==> config.mk <==
export PLATFORM = sky130hd
export DESIGN_NAME = event_counter_free_run
export DESIGN_NICKNAME = d
export VERILOG_FILES = /design/src/evcnt_pkg.sv /design/src/event_counter_free_run.sv
export SDC_FILE = /design/constraint.sdc
export NUM_CORES = 1
export LEC_CHECK = 0
export ABC_AREA = 1
export BUFFER_PORTS_ARGS = -buffer_cell sky130_fd_sc_hd__buf_2
export CAP_MARGIN = 20
export CORE_MARGIN = 1
export CORE_UTILIZATION = 30
export CTS_CLUSTER_DIAMETER = 40
export DETAILED_ROUTE_END_ITERATION = 16
export SETUP_SLACK_MARGIN = 0.2
export SYNTH_ARGS = -nofsm -noshare
export SYNTH_HDL_FRONTEND = slang
export SYNTH_SLANG_ARGS = --single-unit
==> constraint.sdc <==
create_clock -name aclk -period 2.4 [get_ports aclk]
set_input_delay 0.12 -clock aclk [delete_from_list [all_inputs] [get_ports aclk]]
set_output_delay 0.12 -clock aclk [all_outputs]
set_load 0.1 [all_outputs]
==> src/evcnt_pkg.sv <==
// package: register map, field positions and constants for the event counter
package evcnt_pkg;

  // register byte offsets (chosen, aligned words)
  localparam logic [7:0] MODE_OFS  = 8'h00;
  localparam logic [7:0] DIR_OFS   = 8'h04;
  localparam logic [7:0] TRIG_OFS  = 8'h08;
  localparam logic [7:0] RUN_OFS   = 8'h0C;
  localparam logic [7:0] CNT_OFS   = 8'h10;
  localparam logic [7:0] IRQC_OFS  = 8'h14;
  localparam logic [7:0] VEC_OFS   = 8'h18;

  // mode register field positions
  localparam int OP_MODE_LSB      = 0;
  localparam int PULSE_OUT_BIT    = 2;
  localparam int EDGE_POL_BIT     = 3;
  localparam int DIR_SRC_BIT      = 4;
  localparam int MODE_BIT3_BIT    = 5;
  localparam int FREE_RUN_BIT     = 6;
  localparam int COUNT_TYPE1_BIT  = 7;

  // irq control register field positions
  localparam int IRQ_PRIO_LSB     = 0;
  localparam int IRQ_REQ_BIT      = 3;

  localparam logic [1:0] OP_TIMER   = 2'h0;
  localparam logic [1:0] OP_EVENT   = 2'h1;
  localparam logic [1:0] TRIG_PIN   = 2'h0;
  localparam logic [1:0] TRIG_GRPB  = 2'h1;
  localparam logic [1:0] TRIG_PREV  = 2'h2;
  localparam logic [1:0] TRIG_NEXT  = 2'h3;

  localparam logic [7:0]  MODE_RST  = 8'h00;
  localparam logic [15:0] CNT_RST   = 16'h0000;
  localparam logic [2:0]  PRIO_RST  = 3'h0;
  localparam logic [7:0]  IRQ_VECTOR = 8'h15;
  localparam logic [1:0]  RESP_OKAY = 2'h0;
  localparam logic [1:0]  RESP_SLVERR = 2'h2;

  typedef struct packed {
    logic       count_type_bit1;
    logic       free_run_sel;
    logic       mode_bit3_zero;
    logic       dir_source_sel;
    logic       edge_polarity_sel;
    logic       pulse_out_sel;
    logic [1:0] op_mode_sel;
  } mode_t;

  typedef struct packed {
    logic       irq_request_bit;
    logic [2:0] irq_priority;
  } irqc_t;

endpackage : evcnt_pkg

==> src/event_counter_free_run.sv <==
// event counter channel, free-run capable, with an axi4-lite register slave
// Functional notes
// - op_mode_sel 01 selects event counting
// - pulse_out_sel 0: output pin is plain port
// - edge_polarity_sel 0 counts falling input edges
// - dir_source_sel 0 takes direction from dir_flag
// - free_run_sel 1 selects free-running operation in event mode only
// - count_type_bit1 ignored, any value accepted
// - dir_flag 0 makes counter count down
// - trigger_source_sel 00 uses input pin edges
// - irq_priority three bits, 011 means level 3
// - run_flag 1 starts, 0 stops counting
// - request bit sticks until software writes 0
// - interrupt delivered on vector number 21
// - timer mode counts undivided peripheral clock
// - free-run wrap sets request, no reload
// - direction change applies at next edge
// - source: pin, group-b, either neighbour overflow
module event_counter_free_run
  import evcnt_pkg::*;
#(
  parameter int CNT_W = 16
) (
  input  wire logic             aclk,
  input  wire logic             aresetn,
  input  wire logic [7:0]       s_axi_awaddr,
  input  wire logic             s_axi_awvalid,
  output logic                  s_axi_awready,
  input  wire logic [31:0]      s_axi_wdata,
  input  wire logic [3:0]       s_axi_wstrb,
  input  wire logic             s_axi_wvalid,
  output logic                  s_axi_wready,
  output logic [1:0]            s_axi_bresp,
  output logic                  s_axi_bvalid,
  input  wire logic             s_axi_bready,
  input  wire logic [7:0]       s_axi_araddr,
  input  wire logic             s_axi_arvalid,
  output logic                  s_axi_arready,
  output logic [31:0]           s_axi_rdata,
  output logic [1:0]            s_axi_rresp,
  output logic                  s_axi_rvalid,
  input  wire logic             s_axi_rready,
  input  wire logic             count_in_pin,
  input  wire logic             dir_in_pin,
  input  wire logic             grpb_wrap,
  input  wire logic             prev_wrap,
  input  wire logic             next_wrap,
  output logic                  channel_out_pin,
  output logic                  channel_out_oe,
  output logic                  port_out_en,
  output logic                  wrap_pulse,
  output logic                  irq_request,
  output logic [2:0]            irq_level,
  output logic [7:0]            irq_vector
);

  mode_t             mode_reg;
  logic              dir_flag_reg;
  logic [1:0]        trig_reg;
  logic              run_reg;
  logic [CNT_W-1:0]  cnt_reg;
  logic [CNT_W-1:0]  reload_reg;
  irqc_t             irqc_reg;
  logic              port_data_reg;

  // axi write side: address and data latched independently
  logic              aw_held;
  logic              w_held;
  logic [7:0]        aw_addr;
  logic [31:0]       w_data;
  logic [3:0]        w_strb;

  wire aw_take  = s_axi_awvalid && s_axi_awready;
  wire w_take   = s_axi_wvalid && s_axi_wready;
  wire wr_fire  = aw_held && w_held && !s_axi_bvalid;
  wire ar_take  = s_axi_arvalid && s_axi_arready;

  function automatic logic known_ofs(input logic [7:0] a);
    known_ofs = (a == MODE_OFS) || (a == DIR_OFS) || (a == TRIG_OFS) ||
                (a == RUN_OFS) || (a == CNT_OFS) || (a == IRQC_OFS) ||
                (a == VEC_OFS);
  endfunction : known_ofs

  wire wr_mode = wr_fire && (aw_addr == MODE_OFS) && w_strb[0];
  wire wr_dir  = wr_fire && (aw_addr == DIR_OFS)  && w_strb[0];
  wire wr_trig = wr_fire && (aw_addr == TRIG_OFS) && w_strb[0];
  wire wr_run  = wr_fire && (aw_addr == RUN_OFS)  && w_strb[0];
  wire wr_cnt  = wr_fire && (aw_addr == CNT_OFS);
  wire wr_irqc = wr_fire && (aw_addr == IRQC_OFS) && w_strb[0];

  always_ff @(posedge aclk) begin
    if (!aresetn) begin
      aw_held       <= 1'b0;
      w_held        <= 1'b0;
      aw_addr       <= 8'h00;
      w_data        <= 32'h0000_0000;
      w_strb        <= 4'h0;
      s_axi_awready <= 1'b0;
      s_axi_wready  <= 1'b0;
      s_axi_bvalid  <= 1'b0;
      s_axi_bresp   <= RESP_OKAY;
    end else begin
      s_axi_awready <= !aw_held && !aw_take;
      s_axi_wready  <= !w_held && !w_take;
      if (aw_take) begin
        aw_held <= 1'b1;
        aw_addr <= s_axi_awaddr;
      end
      if (w_take) begin
        w_held <= 1'b1;
        w_data <= s_axi_wdata;
        w_strb <= s_axi_wstrb;
      end
      if (wr_fire) begin
        s_axi_bvalid <= 1'b1;
        s_axi_bresp  <= known_ofs(aw_addr) ? RESP_OKAY : RESP_SLVERR;
      end else if (s_axi_bvalid && s_axi_bready) begin
        s_axi_bvalid  <= 1'b0;
        aw_held       <= 1'b0;
        w_held        <= 1'b0;
        s_axi_awready <= 1'b1;
        s_axi_wready  <= 1'b1;
      end
    end
  end

  // input synchronisers; first stage read only by second
  logic [1:0] cin_sync;
  logic [1:0] din_sync;
  logic       cin_last;
  always_ff @(posedge aclk) begin
    if (!aresetn) begin
      cin_sync <= 2'b11;
      din_sync <= 2'b00;
      cin_last <= 1'b1;
    end else begin
      cin_sync <= {cin_sync[0], count_in_pin};
      din_sync <= {din_sync[0], dir_in_pin};
      cin_last <= cin_sync[1];
    end
  end

  // pin edge: falling when polarity 0, rising otherwise
  wire pin_fall = cin_last && !cin_sync[1];
  wire pin_rise = !cin_last && cin_sync[1];
  wire pin_edge = mode_reg.edge_polarity_sel ? pin_rise : pin_fall;

  logic src_edge;
  always_comb begin
    case (trig_reg)
      TRIG_PIN:  src_edge = pin_edge;
      TRIG_GRPB: src_edge = grpb_wrap;
      TRIG_PREV: src_edge = prev_wrap;
      TRIG_NEXT: src_edge = next_wrap;
      default:   src_edge = 1'b0;
    endcase
  end

  wire event_mode = (mode_reg.op_mode_sel == OP_EVENT);
  wire timer_mode = (mode_reg.op_mode_sel == OP_TIMER);
  // timer mode counts every clock, down only
  wire tick = run_reg && (event_mode ? src_edge : timer_mode);
  // direction sampled at the edge itself, so a change lands on the next
  wire count_up = event_mode &&
    (mode_reg.dir_source_sel ? din_sync[1] : dir_flag_reg);
  wire at_top   = (cnt_reg == {CNT_W{1'b1}});
  wire at_zero  = (cnt_reg == '0);
  wire wrap_evt = tick && (count_up ? at_top : at_zero);
  wire reload_now = wrap_evt && !(event_mode && mode_reg.free_run_sel);

  logic [CNT_W-1:0] cnt_next;
  always_comb begin
    if (wr_cnt && !run_reg) begin
      cnt_next = w_data[CNT_W-1:0];
    end else if (reload_now) begin
      cnt_next = reload_reg;
    end else if (tick) begin
      cnt_next = count_up ? cnt_reg + 1'b1 : cnt_reg - 1'b1;
    end else begin
      cnt_next = cnt_reg;
    end
  end

  always_ff @(posedge aclk) begin
    if (!aresetn) begin
      mode_reg      <= MODE_RST;
      dir_flag_reg  <= 1'b0;
      trig_reg      <= TRIG_PIN;
      run_reg       <= 1'b0;
      cnt_reg       <= CNT_RST;
      reload_reg    <= CNT_RST;
      irqc_reg      <= '{irq_request_bit: 1'b0, irq_priority: PRIO_RST};
      port_data_reg <= 1'b0;
    end else begin
      // count_type_bit1 is stored but steers nothing
      if (wr_mode) mode_reg <= mode_t'(w_data[7:0]);
      if (wr_dir)  dir_flag_reg <= w_data[0];
      if (wr_trig) trig_reg <= w_data[1:0];
      if (wr_run)  run_reg <= w_data[0];
      if (wr_run)  port_data_reg <= w_data[8];
      if (wr_cnt)  reload_reg <= w_data[CNT_W-1:0];
      cnt_reg <= cnt_next;
      if (wr_irqc) irqc_reg.irq_priority <= w_data[2:0];
      // a wrap in the clearing cycle wins over the clear
      if (wrap_evt) begin
        irqc_reg.irq_request_bit <= 1'b1;
      end else if (wr_irqc && !w_data[IRQ_REQ_BIT]) begin
        irqc_reg.irq_request_bit <= 1'b0;
      end
    end
  end

  // pin toggles per wrap when pulse output is on in event mode; else plain port
  always_ff @(posedge aclk) begin
    if (!aresetn) begin
      channel_out_pin <= 1'b0;
      channel_out_oe  <= 1'b0;
      port_out_en     <= 1'b1;
      wrap_pulse      <= 1'b0;
      irq_request     <= 1'b0;
      irq_level       <= PRIO_RST;
      irq_vector      <= IRQ_VECTOR;
    end else begin
      if (mode_reg.pulse_out_sel && event_mode) begin
        channel_out_oe <= !mode_reg.dir_source_sel;
        if (wrap_evt) channel_out_pin <= !channel_out_pin;
        port_out_en <= 1'b0;
      end else begin
        channel_out_pin <= port_data_reg;
        channel_out_oe  <= 1'b1;
        port_out_en     <= 1'b1;
      end
      wrap_pulse  <= wrap_evt;
      irq_request <= irqc_reg.irq_request_bit;
      irq_level   <= irqc_reg.irq_priority;
      irq_vector  <= IRQ_VECTOR;
    end
  end

  // read side: one cycle after arvalid, held until rready
  logic [31:0] rd_mux;
  always_comb begin
    case (s_axi_araddr)
      MODE_OFS: rd_mux = {24'h000000, mode_reg};
      DIR_OFS:  rd_mux = {31'h0, dir_flag_reg};
      TRIG_OFS: rd_mux = {30'h0, trig_reg};
      RUN_OFS:  rd_mux = {23'h0, port_data_reg, 7'h00, run_reg};
      CNT_OFS:  rd_mux = {{(32-CNT_W){1'b0}}, cnt_reg};
      IRQC_OFS: rd_mux = {28'h0000000, irqc_reg};
      VEC_OFS:  rd_mux = {24'h000000, IRQ_VECTOR};
      default:  rd_mux = 32'h0000_0000;
    endcase
  end

  always_ff @(posedge aclk) begin
    if (!aresetn) begin
      s_axi_arready <= 1'b0;
      s_axi_rvalid  <= 1'b0;
      s_axi_rdata   <= 32'h0000_0000;
      s_axi_rresp   <= RESP_OKAY;
    end else if (ar_take) begin
      s_axi_arready <= 1'b0;
      s_axi_rvalid  <= 1'b1;
      s_axi_rdata   <= rd_mux;
      s_axi_rresp   <= known_ofs(s_axi_araddr) ? RESP_OKAY : RESP_SLVERR;
    end else if (s_axi_rvalid && s_axi_rready) begin
      s_axi_rvalid  <= 1'b0;
      s_axi_arready <= 1'b1;
    end else if (!s_axi_rvalid) begin
      s_axi_arready <= 1'b1;
    end
  end

  a_wrap_sets_req: assert property (
    @(posedge aclk) disable iff (!aresetn)
    wrap_evt |=> irqc_reg.irq_request_bit)
    else $error("wrap lost");
  a_free_no_reload: assert property (
    @(posedge aclk) disable iff (!aresetn)
    wrap_evt && event_mode && mode_reg.free_run_sel && !wr_cnt && count_up
    |=> cnt_reg == '0) else $error("free-run reloaded");
  a_req_sticks: assert property (
    @(posedge aclk) disable iff (!aresetn)
    irqc_reg.irq_request_bit && !wr_irqc |=> irqc_reg.irq_request_bit)
    else $error("request dropped");
  a_stop_holds: assert property (
    @(posedge aclk) disable iff (!aresetn)
    !run_reg && !wr_cnt |=> $stable(cnt_reg))
    else $error("counts stopped");
  a_down_count: assert property (
    @(posedge aclk) disable iff (!aresetn)
    tick && event_mode && mode_reg.free_run_sel &&
    !mode_reg.dir_source_sel && !dir_flag_reg && !wr_cnt
    |=> cnt_reg == $past(cnt_reg) - 1'b1)
    else $error("down count wrong");
  a_up_count: assert property (
    @(posedge aclk) disable iff (!aresetn)
    tick && event_mode && mode_reg.free_run_sel &&
    !mode_reg.dir_source_sel && dir_flag_reg && !wr_cnt
    |=> cnt_reg == $past(cnt_reg) + 1'b1)
    else $error("up count wrong");
  a_pin_fall_cnt: assert property (
    @(posedge aclk) disable iff (!aresetn)
    run_reg && event_mode && trig_reg == TRIG_PIN && !wr_cnt &&
    !mode_reg.edge_polarity_sel && !pin_fall |=> $stable(cnt_reg))
    else $error("count without edge");
  a_pin_source: assert property (
    @(posedge aclk) disable iff (!aresetn)
    run_reg && event_mode && trig_reg == TRIG_PIN && !wr_cnt &&
    !pin_edge |=> $stable(cnt_reg))
    else $error("count from other source");
  a_one_count: assert property (
    @(posedge aclk) disable iff (!aresetn)
    pin_fall |=> !pin_fall)
    else $error("edge counted twice");
  a_timer_tick: assert property (
    @(posedge aclk) disable iff (!aresetn)
    run_reg && timer_mode && !at_zero
    |=> cnt_reg == $past(cnt_reg) - 1'b1)
    else $error("timer tick wrong");
  a_port_mode: assert property (
    @(posedge aclk) disable iff (!aresetn)
    !mode_reg.pulse_out_sel |=> port_out_en)
    else $error("pulse on");
  a_port_oe: assert property (
    @(posedge aclk) disable iff (!aresetn)
    !mode_reg.pulse_out_sel
    |=> channel_out_oe && channel_out_pin == $past(port_data_reg))
    else $error("port pin wrong");
  a_wrap_pulse: assert property (
    @(posedge aclk) disable iff (!aresetn)
    wrap_evt |=> wrap_pulse)
    else $error("wrap pulse missing");
  a_level_copy: assert property (
    @(posedge aclk) disable iff (!aresetn)
    1'b1 |=> irq_level == $past(irqc_reg.irq_priority))
    else $error("level wrong");
  a_vector_fixed: assert property (
    @(posedge aclk) disable iff (!aresetn)
    ##1 irq_vector == 8'h15)
    else $error("vector wrong");
  a_irq_out: assert property (
    @(posedge aclk) disable iff (!aresetn)
    irqc_reg.irq_request_bit |=> irq_request)
    else $error("irq out");
  a_rd_hold: assert property (
    @(posedge aclk) disable iff (!aresetn)
    s_axi_rvalid && !s_axi_rready |=> s_axi_rvalid && $stable(s_axi_rdata))
    else $error("read data dropped");

endmodule : event_counter_free_run

==> out/qor.txt <==
Netlist cell types: 44
# rows: 50
Startpoint types: flip-flop
Outcome: complete, no violations
Core area: 18830 um^2
Final Critical Period: 2.201 ns
Initial core utilization: 0.3090
Worst hold-check path type: in -> reg
CTS Buf Count: 9
Seq/Total Area, Yosys: 0.3854
Worst vdd ir: 0.3485 mV
Ant. Diodes: 0
Nets: 1027
Max clock buf depth: 2
GPL Wtd Cong: 0.8824
Clk sink count: 112
Reg2Reg Launch Point: mode_reg[0]$_SDFFE_PN0P_
Hold Startpoint: s_axi_awaddr[0]
Critical path capture point type: flip-flop
CTS H-tree depth: 3
Root Buffer: clkbuf_16
Mapped Area: 5818 um^2
Routed WL: 16.19 mm
Synth Register Bits: 112
First-pass GRT wire length: 25.30 mm
Aggregate global routing overflow: 0
Fill count: 1958
Worst-Skew Late Latency: 0.36 ns
Share of layout cells above drive strength 1: 0.2453
Initial antenna violation count: 0
Yosys Warn Count: 0
Die area: 19950 um^2
Leading area contributor after synthesis: dfxtp_1
IO buf count: 75
Worst EP arrival: 2.44 ns
Die Wd: 141.3 um
Remaining DRCs: 0
Async set-reset flop share out of synthesis: 0
Die height: 141.3 um
Slew Viols, Final: 0
WL/cell: 13.38 um
Vias in the first global route: 4884
Max-slew headroom: 0.6195
CTS tree: yes
Req. time, crit path: 2.64 ns
DR pass1 iterations: 4
Initial DRC count: 385
CP startpoint: mode_reg[0]$_SDFFE_PN0P_
Dpl hpwl: 11.68 mm
Via count: 5592
LEAKAGE: 3.148 nW
Antenna viol nets, final: 0
CP Class: reg -> reg
Total track usage: 0.1601
PwrDens: 525.6 nW/um^2
Number of flops mapped to enable cells by yosys: 0
Mean Syn Cell Area: 6.845 um^2
Max_cap viols: 0
DR vias/cell: 4.621
Clock skew: 0.01392 ns
Unrepaired setup endpoints after global routing: true
Final Util: 0.3912
Mapped Cells: 850
Setup_tns: 0 ns
Design area: 7366 um^2
Slew of the pin with the lowest slew margin: 0.5707 ns
Final setup fails: 0
Tcrit/Tclk final: 0.9170
I/O pins: 121
Pin count of the biggest net entering global routing: 70
Max Fanout on Critical Path: 7
Ys flop type: dfxtp_1
Placed Area: 6407 um^2
Synth top area cells: dfxtp_1 39%, nand2_1 12%, inv_1 6.9%
Tot Pwr: 3.872 mW
Layout area overhead: 26.60%
CTS clk-pin slew, worst paths: 0.08 ns
Hold Vio Cnt, Final: 0
Share of the synthesized area in the top cell type: 0.3854
Fmax: 0.4544 GHz
==> what timing repair did <==
item / CTS / global route
hold endpoints to repair: 2 / 0
cloned: 1 / 0
setup buffers: 6 / 13
pin swaps: 3 / 42
resized for setup: 20 / 90
endpoints found under the setup margin: 11 / 11
hold buffers: 2 / 0
==> critical path, stage by stage (launching register included) <==
cell     delay (ns)
dfxtp_2        0.34
inv_2          0.04
nor2_4         0.16
buf_12         0.13
nand3_4        0.20
ha_4           0.34
nand2_2        0.07
nand2_2        0.09
a21oi_4        0.18
nand2_4        0.10
xnor2_2        0.18
nand2_1        0.09
a21oi_2        0.12
nor2_1         0.05
==> cell type report <==
cell class | count | area [um^2] | area share
repair buffers | 109 | 663.1 | 0.09003
inverters | 120 | 455.4 | 0.06183
flip-flops and latches | 112 | 2247 | 0.3051
well taps | 260 | 325.3 | 0.04417
clock buffers | 10 | 239.0 | 0.03244
multi-input cells | 594 | 3397 | 0.4612
clock inverters | 5 | 38.79 | 0.005266
==> per-stage QoR <==
| stage | cells | hold WS (ns) | worst slack, ns |
|---|---|---|---|
| finish | 1210 | 0.01543 | 0.1992 |
| global route | 1210 | 0.05057 | 0.09302 |
| CTS | 1197 | 0.003744 | 0.2058 |
| detailed placement | 1173 | 0.3133 | 0.08234 |
| global placement | 1173 | 0.3080 | 0.1152 |
| floorplan | 874 | 0.2176 | 0.2641 |
==> cells in the final DEF, fill, tap and decap left out, drive strengths merged, types with 5 or more instances in the layout <==
cell    count
nand2     196
inv       119
dfxtp     112
buf       107
nor2       94
o21ai      92
a21oi      69
nand3      39
conb       26
ha         16
a31oi      13
nor3       12
clkbuf     10
nand4       6
clkinv      5
or2         5
xnor2       5
==> metal layers <==
layer | vias up | part of all wire | track usage
met5 | - | 0 | 0
met4 | 0 | 0.010 | 0.02632
met3 | 15 | 0.049 | 0.03037
met2 | 158 | 0.42 | 0.2379
met1 | 2541 | 0.52 | 0.2403
li1 | 2878 | - | -
==> final timing paths <==
path	end	slack (ns)	depth (start not counted)
setup / recovery	cnt_reg[7]$_SDFFE_PN0P_	0.20	13
hold / removal	aw_addr[0]$_SDFFE_PN0P_	0.02	3
setup reg to reg	cnt_reg[7]$_SDFFE_PN0P_	0.20	13
hold reg to reg	din_sync[1]$_SDFF_PN0_	0.42	2
==> Yosys cell counts (all sizes together) (5+ instances only) <==
| library cell | number |
|---|---|
| o21ai | 92 |
| nor2 | 94 |
| nand2 | 196 |
| a31oi | 13 |
| ha | 16 |
| inv | 116 |
| nor3 | 12 |
| clkbuf | 17 |
| xnor2 | 5 |
| nand4 | 6 |
| dfxtp | 112 |
| or2 | 5 |
| a21oi | 69 |
| nand3 | 38 |
| buf | 32 |
==> report_power, final <==
group | leakage (nW) | switching (mW) | internal (mW)
clock | 0.136 | 0.715 | 0.738
sequential | 0.910 | 0.0430 | 1.90
combinational | 2.10 | 0.382 | 0.0913
==> kinds of logic (layout without fill, tap and decap cells) <==
| logic type | Yosys count | after routing | share of synthesized area |
|---|---|---|---|
| adder cells (fa/ha/maj) | 17 | 17 | 0.03785 |
| flip-flops | 112 | 112 | 0.3854 |
| AO/OA/AOI/OAI | 185 | 185 | 0.1701 |
| XOR/XNOR | 8 | 8 | 0.01204 |
| buffers and inverters | 169 | 244 | 0.1288 |
| other | 2 | 26 | 0.001291 |
| AND/OR/NAND/NOR | 357 | 358 | 0.2645 |
Note: power is estimated with default switching activity, not from simulation.
